[src/rtl/ast_pkg.sv]
package ast_pkg;

	// strobe source selection
	typedef enum logic [1:0] {
		AST_SRC_COUNTER  = 2'h0,
		AST_SRC_DIVIDER  = 2'h1,
		AST_SRC_SOFTWARE = 2'h2,
		AST_SRC_EXTERNAL = 2'h3
	} ast_src_t;

	// external terminal group selection
	typedef enum logic [1:0] {
		AST_EXT_PIO  = 2'h0,
		AST_EXT_SYNC = 2'h1,
		AST_EXT_STAR = 2'h2
	} ast_ext_t;

	localparam int AST_PIO_W   = 6;
	localparam int AST_SYNC_W  = 8;
	localparam int AST_SEL_W   = 3;
	localparam int AST_CNT_W   = 24;
	localparam int AST_DIV_W   = 16;
	localparam int AST_CHN_W   = 6;
	localparam int AST_DLY_W   = 16;
	localparam int AST_REG_W   = 32;
	localparam int AST_ADDR_W  = 4;

	// register offsets (word addresses on the plain port)
	localparam logic [3:0] AST_R_CTRL   = 4'h0;
	localparam logic [3:0] AST_R_CMD    = 4'h1;
	localparam logic [3:0] AST_R_DIV    = 4'h2;
	localparam logic [3:0] AST_R_PRE    = 4'h3;
	localparam logic [3:0] AST_R_POST   = 4'h4;
	localparam logic [3:0] AST_R_CHAN   = 4'h5;
	localparam logic [3:0] AST_R_DELAY  = 4'h6;
	localparam logic [3:0] AST_R_STATUS = 4'h7;
	localparam logic [3:0] AST_R_COUNT  = 4'h8;

	// control field positions
	localparam int AST_C_SRC     = 0;
	localparam int AST_C_EXT     = 2;
	localparam int AST_C_SEL     = 4;
	localparam int AST_C_FALL    = 7;
	localparam int AST_C_PRETRIG = 8;
	localparam int AST_C_SWSTART = 9;
	localparam int AST_C_REFFALL = 10;
	localparam int AST_C_STFALL  = 11;

	// command bits
	localparam int AST_K_ARM    = 0;
	localparam int AST_K_START  = 1;
	localparam int AST_K_SAMPLE = 2;
	localparam int AST_K_STOP   = 3;

	// reset values; start-to-first-strobe delay defaults to two ticks
	localparam logic [AST_REG_W-1:0] AST_CTRL_RST = 32'h0000_0001;
	localparam logic [AST_DIV_W-1:0] AST_DIV_RST  = 16'h0001;
	localparam logic [AST_DLY_W-1:0] AST_DLY_RST  = 16'h0002;
	localparam logic [AST_CHN_W-1:0] AST_CHN_RST  = 6'h01;

	// acquisition phases
	typedef enum logic [2:0] {
		AST_IDLE,
		AST_ARMED,
		AST_PRE,
		AST_WAITREF,
		AST_POST,
		AST_DONE
	} ast_state_t;

	// raw strobe inputs from the terminals
	typedef struct packed {
		logic [AST_PIO_W-1:0]  pio;
		logic [AST_SYNC_W-1:0] sync;
		logic                  star;
		logic                  counter_out;
	} ast_terms_t;

endpackage

[src/rtl/ast_divider.sv]
`timescale 1ns/1ps

// programmable divider of the sample timebase with a start delay
module ast_divider
	import ast_pkg::*;
(
	input  wire logic                 clk,
	input  wire logic                 reset,
	input  wire logic                 run,
	input  wire logic                 tick,
	input  wire logic [AST_DIV_W-1:0] divisor,
	input  wire logic [AST_DLY_W-1:0] delay,
	output logic                      strobe
);

	logic [AST_DLY_W-1:0] dly_q;
	logic [AST_DIV_W-1:0] cnt_q;
	logic                 first_q;
	logic                 strobe_q;
	wire                  dly_hit;
	wire                  div_hit;

	// first strobe waits for the delay, later ones for the divisor
	assign dly_hit = first_q && (dly_q <= 16'h0001);
	assign div_hit = !first_q && (cnt_q <= 16'h0001);
	assign strobe  = strobe_q;

	always_ff @(posedge clk) begin
		if (reset || !run) begin
			dly_q    <= delay;
			cnt_q    <= divisor;
			first_q  <= 1'b1;
			strobe_q <= 1'b0;
		end else begin
			strobe_q <= tick && (dly_hit || div_hit);
			if (tick) begin
				if (dly_hit || div_hit) begin
					first_q <= 1'b0;
					cnt_q   <= divisor;
				end else if (first_q) begin
					dly_q <= dly_q - 16'h0001;
				end else begin
					cnt_q <= cnt_q - 16'h0001;
				end
			end
		end
	end

	a_first_delay: assert property (@(posedge clk) disable iff (reset)
		$rose(run) |-> !strobe)
		else $error("strobe issued at start before delay");

endmodule

[src/rtl/ast_engine.sv]
// The register offsets and strobed register access were decided locally.
`timescale 1ns/1ps

// Summary of operation
// - each accepted strobe samples every configured channel exactly once
// - configuration picks rising or falling edge for counter and external strobes
// - internal strobe is counter output, divided timebase, or software pulse
// - programmable counter divides the sample timebase
// - external strobe from terminals 0-5, sync lines 0-7, or star line
// - posttrigger mode loads post count, decrements per strobe, ends at zero
// - pretrigger mode loads pre count at start, decrements to zero
// - after pre count hits zero, reload with post count
// - reference events before pretrigger samples complete are ignored
// - after accepted reference, count posttrigger samples then stop
// - software start emits a pulse on the start event line
// - strobes are ignored while no acquisition runs
// - further strobes ignored until all conversions of a sample arrive
// - divided timebase strobe start delay is configurable, default two ticks
module ast_engine
	import ast_pkg::*;
(
	input  wire logic                  clk,
	input  wire logic                  reset,
	input  wire logic [AST_ADDR_W-1:0] reg_addr,
	input  wire logic [AST_REG_W-1:0]  reg_wdata,
	input  wire logic                  reg_write,
	input  wire logic                  reg_read,
	output logic      [AST_REG_W-1:0]  reg_rdata,
	input  wire ast_terms_t            terms,
	input  wire logic                  sample_timebase,
	input  wire logic                  acq_start_event,
	input  wire logic                  acq_reference_event,
	input  wire logic                  conversion_strobe,
	output logic                       acq_start_out,
	output logic                       acq_sample_strobe,
	output logic                       acq_done
);

	logic [AST_REG_W-1:0] ctrl_q;
	logic [AST_DIV_W-1:0] div_q;
	logic [AST_CNT_W-1:0] pre_q;
	logic [AST_CNT_W-1:0] post_q;
	logic [AST_CHN_W-1:0] chan_q;
	logic [AST_DLY_W-1:0] delay_q;
	logic [AST_REG_W-1:0] rdata_q;
	ast_state_t           state_q;
	ast_state_t           state_d;
	logic [AST_CNT_W-1:0] count_q;
	logic [AST_CNT_W-1:0] count_d;
	logic [AST_CHN_W-1:0] conv_q;
	logic                 busy_q;
	logic                 raw_q;
	logic                 tb_q;
	logic                 st_q;
	logic                 ref_q;
	logic                 start_out_q;
	logic                 strobe_q;
	logic                 done_q;
	logic                 pre_done_q;

	wire                  wr_ctrl;
	wire                  wr_cmd;
	wire                  cmd_arm;
	wire                  cmd_start;
	wire                  cmd_sample;
	wire                  cmd_stop;
	ast_src_t             src_sel;
	ast_ext_t             ext_sel;
	wire [AST_SEL_W-1:0]  term_sel;
	wire                  edge_fall;
	wire                  pretrig;
	wire                  sw_start;
	wire                  ext_raw;
	wire                  int_raw;
	wire                  raw_level;
	wire                  strobe_edge;
	wire                  div_strobe;
	wire                  running;
	wire                  accept;
	wire                  tb_tick;
	wire                  start_edge;
	wire                  ref_edge;
	wire                  start_go;
	wire                  ref_accept;
	wire                  conv_last;
	wire                  cnt_zero;
	wire [AST_REG_W-1:0]  rd_mux;

	// selects one bit of a terminal group; out-of-range reads as low
	function automatic logic pick_term(input logic [AST_SYNC_W-1:0] grp,
			input logic [AST_SEL_W-1:0] idx, input int width);
		pick_term = (int'(idx) < width) ? grp[idx] : 1'b0;
	endfunction

	// edge detector shared by strobe, start and reference inputs
	function automatic logic edge_of(input logic now, input logic prev,
			input logic fall);
		edge_of = fall ? (prev && !now) : (!prev && now);
	endfunction

	// register decode
	assign wr_ctrl    = reg_write && (reg_addr == AST_R_CTRL);
	assign wr_cmd     = reg_write && (reg_addr == AST_R_CMD);
	assign cmd_arm    = wr_cmd && reg_wdata[AST_K_ARM];
	assign cmd_start  = wr_cmd && reg_wdata[AST_K_START];
	assign cmd_sample = wr_cmd && reg_wdata[AST_K_SAMPLE];
	assign cmd_stop   = wr_cmd && reg_wdata[AST_K_STOP];

	// control fields
	assign src_sel   = ast_src_t'(ctrl_q[AST_C_SRC +: 2]);
	assign ext_sel   = ast_ext_t'(ctrl_q[AST_C_EXT +: 2]);
	assign term_sel  = ctrl_q[AST_C_SEL +: AST_SEL_W];
	assign edge_fall = ctrl_q[AST_C_FALL];
	assign pretrig   = ctrl_q[AST_C_PRETRIG];
	assign sw_start  = ctrl_q[AST_C_SWSTART];

	assign ext_raw = (ext_sel == AST_EXT_PIO)
			? pick_term({2'h0, terms.pio}, term_sel, AST_PIO_W)
		: (ext_sel == AST_EXT_SYNC)
			? pick_term(terms.sync, term_sel, AST_SYNC_W)
		: (ext_sel == AST_EXT_STAR) ? terms.star : 1'b0;

	assign int_raw = (src_sel == AST_SRC_COUNTER) ? terms.counter_out
		: (src_sel == AST_SRC_DIVIDER) ? div_strobe
		: (src_sel == AST_SRC_SOFTWARE) ? cmd_sample : 1'b0;

	assign raw_level = (src_sel == AST_SRC_EXTERNAL) ? ext_raw : int_raw;

	// edge polarity; software and divider pulses are always rising
	assign strobe_edge = ((src_sel == AST_SRC_DIVIDER)
			|| (src_sel == AST_SRC_SOFTWARE))
		? edge_of(raw_level, raw_q, 1'b0)
		: edge_of(raw_level, raw_q, edge_fall);

	assign tb_tick    = edge_of(sample_timebase, tb_q, 1'b0);
	assign start_edge = edge_of(acq_start_event, st_q,
		ctrl_q[AST_C_STFALL]);
	assign ref_edge   = edge_of(acq_reference_event, ref_q,
		ctrl_q[AST_C_REFFALL]);
	assign start_go   = (state_q == AST_ARMED)
		&& (sw_start ? cmd_start : start_edge);

	assign running = (state_q == AST_PRE) || (state_q == AST_WAITREF)
		|| (state_q == AST_POST);

	// no acceptance while conversions of a sample are pending
	assign accept    = running && !busy_q && strobe_edge;
	assign conv_last = busy_q && conversion_strobe
		&& (conv_q == AST_CHN_W'(1));
	assign cnt_zero  = (count_q == '0);

	// reference accepted only once pretrigger samples are complete
	assign ref_accept = (state_q == AST_WAITREF) && ref_edge;

	// timebase divider for the internal strobe
	ast_divider u_div (
		.clk     (clk),
		.reset   (reset),
		.run     (running && (src_sel == AST_SRC_DIVIDER)),
		.tick    (tb_tick),
		.divisor (div_q),
		.delay   (delay_q),
		.strobe  (div_strobe)
	);

	// acquisition sequencing and sample counter
	always_comb begin
		state_d = state_q;
		count_d = count_q;
		case (state_q)
			AST_IDLE, AST_DONE: begin
				if (cmd_arm)
					state_d = AST_ARMED;
			end
			AST_ARMED: begin
				// load post count / load pre count at start
				if (start_go) begin
					state_d = pretrig ? AST_PRE : AST_POST;
					count_d = pretrig ? pre_q : post_q;
				end
			end
			AST_PRE: begin
				if (accept)
					count_d = count_q - AST_CNT_W'(1);
				if (cnt_zero || (accept && count_q == AST_CNT_W'(1))) begin
					state_d = AST_WAITREF;
					count_d = post_q;
				end
			end
			AST_WAITREF: begin
				if (ref_accept)
					state_d = AST_POST;
			end
			AST_POST: begin
				// decrement per accepted strobe until zero
				if (accept && !cnt_zero)
					count_d = count_q - AST_CNT_W'(1);
				if (cnt_zero || (accept && count_q == AST_CNT_W'(1)))
					state_d = AST_DONE;
			end
			default: state_d = AST_IDLE;
		endcase
		if (cmd_stop)
			state_d = AST_IDLE;
	end

	// configuration registers
	always_ff @(posedge clk) begin
		if (reset) begin
			ctrl_q  <= AST_CTRL_RST;
			div_q   <= AST_DIV_RST;
			pre_q   <= '0;
			post_q  <= '0;
			chan_q  <= AST_CHN_RST;
			delay_q <= AST_DLY_RST;
		end else if (reg_write) begin
			if (wr_ctrl)
				ctrl_q <= reg_wdata;
			if (reg_addr == AST_R_DIV)
				div_q <= reg_wdata[AST_DIV_W-1:0];
			if (reg_addr == AST_R_PRE)
				pre_q <= reg_wdata[AST_CNT_W-1:0];
			if (reg_addr == AST_R_POST)
				post_q <= reg_wdata[AST_CNT_W-1:0];
			if (reg_addr == AST_R_CHAN)
				chan_q <= reg_wdata[AST_CHN_W-1:0];
			if (reg_addr == AST_R_DELAY)
				delay_q <= reg_wdata[AST_DLY_W-1:0];
		end
	end

	// state, counter and edge history
	always_ff @(posedge clk) begin
		if (reset) begin
			state_q <= AST_IDLE;
			count_q <= '0;
			raw_q   <= 1'b0;
			tb_q    <= 1'b0;
			st_q    <= 1'b0;
			ref_q   <= 1'b0;
		end else begin
			state_q <= state_d;
			count_q <= count_d;
			raw_q   <= raw_level;
			tb_q    <= sample_timebase;
			st_q    <= acq_start_event;
			ref_q   <= acq_reference_event;
		end
	end

	// one conversion per configured channel per accepted sample
	always_ff @(posedge clk) begin
		if (reset || !running) begin
			busy_q <= 1'b0;
			conv_q <= '0;
		end else if (accept) begin
			busy_q <= (chan_q != '0);
			conv_q <= chan_q;
		end else if (busy_q && conversion_strobe) begin
			conv_q <= conv_q - AST_CHN_W'(1);
			busy_q <= !conv_last;
		end
	end

	// output pulses and flags
	always_ff @(posedge clk) begin
		if (reset) begin
			start_out_q <= 1'b0;
			strobe_q    <= 1'b0;
			done_q      <= 1'b0;
			pre_done_q  <= 1'b0;
		end else begin
			start_out_q <= start_go && sw_start;
			strobe_q    <= accept;
			pre_done_q  <= (state_q == AST_WAITREF);
			if (state_d == AST_DONE)
				done_q <= 1'b1;
			else if (cmd_arm)
				done_q <= 1'b0;
		end
	end

	// read mux; unmapped offsets read zero
	assign rd_mux = (reg_addr == AST_R_CTRL)   ? ctrl_q
		: (reg_addr == AST_R_DIV)    ? {16'h0000, div_q}
		: (reg_addr == AST_R_PRE)    ? {8'h00, pre_q}
		: (reg_addr == AST_R_POST)   ? {8'h00, post_q}
		: (reg_addr == AST_R_CHAN)   ? {26'h0, chan_q}
		: (reg_addr == AST_R_DELAY)  ? {16'h0000, delay_q}
		: (reg_addr == AST_R_STATUS) ? {26'h0, busy_q, pre_done_q,
			done_q, 3'(state_q)}
		: (reg_addr == AST_R_COUNT)  ? {8'h00, count_q}
		: 32'h0000_0000;

	// read data held only for the cycle after the strobe
	always_ff @(posedge clk) begin
		if (reset)
			rdata_q <= '0;
		else
			rdata_q <= reg_read ? rd_mux : 32'h0000_0000;
	end

	assign reg_rdata         = rdata_q;
	assign acq_start_out     = start_out_q;
	assign acq_sample_strobe = strobe_q;
	assign acq_done          = done_q;

	a_idle_ignore: assert property (@(posedge clk) disable iff (reset)
		!running |=> !acq_sample_strobe)
		else $error("strobe accepted while idle");

	a_busy_gate: assert property (@(posedge clk) disable iff (reset)
		busy_q |=> !acq_sample_strobe)
		else $error("strobe accepted during conversions");

	a_count_dec: assert property (@(posedge clk) disable iff (reset)
		(state_q == AST_POST && !accept && !cmd_stop) |=>
			count_q == $past(count_q))
		else $error("counter moved without accepted strobe");

	a_post_load: assert property (@(posedge clk) disable iff (reset)
		(start_go && !pretrig && !cmd_stop) |=> count_q == $past(post_q))
		else $error("post count not loaded");

	a_pre_load: assert property (@(posedge clk) disable iff (reset)
		(start_go && pretrig && !cmd_stop) |=> count_q == $past(pre_q))
		else $error("pre count not loaded");

	a_ref_ignore: assert property (@(posedge clk) disable iff (reset)
		(state_q == AST_PRE && !cmd_stop) |=> state_q != AST_POST)
		else $error("reference taken before pretrigger complete");

	a_sw_start: assert property (@(posedge clk) disable iff (reset)
		(start_go && sw_start) |=> acq_start_out)
		else $error("software start pulse missing");

	a_done_hold: assert property (@(posedge clk) disable iff (reset)
		(acq_done && !cmd_arm) |=> acq_done)
		else $error("done dropped before arm");

	c_post_done: cover property (@(posedge clk) state_q == AST_POST
		##1 state_q == AST_DONE);
	c_ref_taken: cover property (@(posedge clk) ref_accept);
	c_sample: cover property (@(posedge clk) accept ##[1:20] conv_last);

endmodule

[config.mk]
export PLATFORM = sky130hd
export DESIGN_NAME = ast_engine
export DESIGN_NICKNAME = d
export VERILOG_FILES = /design/src/rtl/ast_pkg.sv /design/src/rtl/ast_divider.sv /design/src/rtl/ast_engine.sv
export SDC_FILE = /design/constraint.sdc
export NUM_CORES = 1
export LEC_CHECK = 0
export ABC_AREA = 1
export ABC_CLOCK_PERIOD_IN_PS = 4400
export BUFFER_PORTS_ARGS = -buffer_cell sky130_fd_sc_hd__buf_2
export CAP_MARGIN = 0
export CORE_ASPECT_RATIO = 1.1
export CORE_MARGIN = 1
export CORE_UTILIZATION = 65
export DETAILED_ROUTE_END_ITERATION = 10
export MAX_ROUTING_LAYER = met4
export PLACE_DENSITY_LB_ADDON = 0.08
export SLEW_MARGIN = 0
export SYNTH_ARGS = -nofsm -noshare
export SYNTH_HDL_FRONTEND = slang
export SYNTH_SLANG_ARGS = --single-unit
[constraint.sdc]
create_clock -name clk -period 4.4 [get_ports clk]
set_input_delay 0.88 -clock clk [delete_from_list [all_inputs] [get_ports clk]]
set_output_delay 0.88 -clock clk [all_outputs]
set_load 0.03 [all_outputs]
==> flow_summary.ini <==
[timing]
fin_hold_ws_ps = 437
rsz0062_at_grt = no
relSlewSlack_pct = 27.1
skew_ps = 25.9
fin_crit_ps = 2980
slew_viol_final = 0
fmax_mhz = 335
hold_viol = 0
setup_viol = 0
fin_setup_tns_ps = 0
fin_crit_sh_pct = 67.8
worst_slew_pin_slew_ps = 1090

[setup_path]
rrSetupSlack_ps = 1420
cp.required_ps = 4820
cp-end-kind = flop
worst-setup-path-type = reg -> reg
rr_endpoint = count_q[12]
endpoint = count_q[12]
crit_chain = inv_2, nand2_1, nor2_1, inv_2, nand2_2, inv_1, nand2_1, nand2_2, nand2_1, nand2_1, a21oi_1
cp-startpoint = state_q[0]
reg2reg_depth = 11
max_stage_delay_ps = 680
cpMostUsedCell = nand2_1
crit_cells = 11
crit_path_max_fanout = 48
cp_top_family = simple AND/OR/NAND/NOR gates
cp_slowest_cell = nand2_2
worstSetupStartpointType = flop
arrival_ps = 3400
critPathBufInv = 3
rr_startpoint = state_q[0]

[synth]
synth_area_sq_um = 11400
ys_async_sr_fraction_pct = 0
netlist_instances = 1608
synthFlopType = dfxtp_1
synth_top_area_share_pct = 34.0
synthDistinctLibCells = 42
yosysWarningCount = 0
avgSynthCellArea_sq_um = 7.09
yosysTopAreaCell = dfxtp_1
synthesis.nets = 1680
yosys-top-cells-area = dfxtp_1 34%, nand2_1 10%, edfxtp_1 8.4%, o21ai_0 7.9%, a21oi_1 6.0%
synth_seq_cells = 226
ys_seq_area_share_pct = 42.5
synth_edf_count = 32

[finish]
fin_nets = 1736
final_common_cell = nand2_1
syn2layout_area_growth_pct = 11.5
final_cell_mix = 309 x nand2_1, 194 x dfxtp_1, 179 x inv_1
drive_gt1_share_pct = 10.8
final_util_pct = 74.5
layout.cells.non_filler = 1916

[power_and_ir_drop]
p_int_w = 0.00369
peakVddDrop_uv = 375
p_switching_w = 0.00170
pwr-share-comb_pct = 22.4
clockPowerShare_pct = 36.5
power_w = 0.00539
leakagePower_nw = 5.58
power_density_nw_per_um2 = 424
switching_share_pct = 31.5
p_seq_share_pct = 41.1

[routing]
first_pass_iters = 7
drtIter0Drc = 1106
routed_wl_um = 33400
wl_per_cell_um = 17.4
ant_nets = 0
via_per_inst = 5.89
drc = 0
vias = 11278

[floorplan]
rows = 50
io_pins = 95
die_x_um = 128
core_sq_um = 17100
die_y_um = 141
die_area_sq_um = 18100
start_util_pct = 66.8

[grt]
grtUsageMet2_pct = 61.7
grt_overflow = 0
gr-usage-met3_pct = 5.31
antenna_found_initial = 1
busiest_layer = met2
grt_pass1_vias = 10392
track_usage_pct = 37.8
grt_pass1_wl_um = 52300
grt_max_degree = 121
met1_usage_pct = 44.4

[clocking]
htreeDepth = 1
postCtsHoldBufs = 0
cts-root-buf = clkbuf_16
cts.sink_count = 226
post_cts_buffers = 0
numCtsBuffers = 23
clockBufferDepth = 3
cts_tree = built
clk_latency_ps = 530
clk_pin_slew_ps = 60
cts_resized = 0

[placed_design]
numPlacedInstances = 1873
gp_congestion = 1.01
port_buffers = 94
dpl.hpwl_um = 23100

[job]
cap_viol_max_count = 0

[outcome]
status = finished, final reports clean

[worst_hold_path]
hp-class = reg -> reg
final cells by class:
class | count | area [sq um]
multi-input cells | 1109 | 5490
flip-flops and latches | 226 | 4840
fillers | 1412 | 4360
inverters | 193 | 729
clock buffers | 35 | 691
repair buffers | 111 | 598
well taps | 234 | 293
clock inverters | 7 | 75.1
diodes | 1 | 2.50
flip-flops by register name, indices dropped and copies added, names as in the netlist, 6 cells and up:
name / flops
div_q: 16
u_div.cnt_q: 16
pre_q: 24
count_q: 24
post_q: 24
ctrl_q: 32
u_div.dly_q: 16
conv_q: 6
reg_rdata: 32
delay_q: 16
chan_q: 6
Yosys cell counts, drive strengths merged, types with 20 or more instances:
cell type / n
inv: 190
o21ai: 189
nand3: 112
dfxtp: 194
xor2: 34
clkbuf: 60
o22ai: 43
buf: 20
nand2: 314
edfxtp: 32
a21oi: 136
nor2: 184
power by group through the flow:
stage / Clock, W / Sequential (W) / Combinational (W)
floorplan: 0 / 0.00225 / 0.000906
global placement: 0 / 0.00226 / 0.00115
detailed placement: 0 / 0.00226 / 0.00117
CTS: 0.00197 / 0.00221 / 0.00118
global route: 0.00205 / 0.00222 / 0.00134
finish: 0.00197 / 0.00222 / 0.00121
worst min-delay path, stage by stage (launching register included):
cell     delay [ps]
dfxtp_1         300
inv_1            60
nor2_1           40
cell families after synthesis:
group	share of synthesized area [%]
compound gates	18.8
xor+xnor	3.69
fa+ha+maj	1.32
buf+inv	9.47
flops	42.5
mux	0.176
simple gates	24.1
metrics by stage:
stage | instance area [sq um] | setup slack (ps)
final | 12700 | 1420
after floorplan | 11400 | 1730
after CTS | 12700 | 1460
after global routing | 12700 | 1190
after global placement | 12000 | 1410
after detailed placement | 12000 | 1290
layer usage:
| layer | vias to the layer above | wire length [um] |
|---|---|---|
| met5 | - | 0 |
| met2 | 534 | 15800 |
| met4 | 0 | 2020 |
| met1 | 5183 | 12800 |
| li1 | 5417 | - |
| met3 | 144 | 2690 |
worst min path at each step:
| stage | depth (start not counted) | end | slack [ps] | from |
|---|---|---|---|---|
| 6_report | 2 | reg_rdata[31] | 440 | ctrl_q[31] |
| 5_1_grt | 2 | reg_rdata[30] | 470 | ctrl_q[30] |
| 2_1_floorplan | 2 | reg_rdata[24] | 420 | ctrl_q[24] |
| 4_1_cts | 2 | reg_rdata[31] | 440 | ctrl_q[31] |
| 3_5_place_dp | 2 | reg_rdata[31] | 430 | ctrl_q[31] |
| 3_3_place_gp | 2 | reg_rdata[28] | 420 | ctrl_q[28] |
Power figures use the tool's default switching activity.
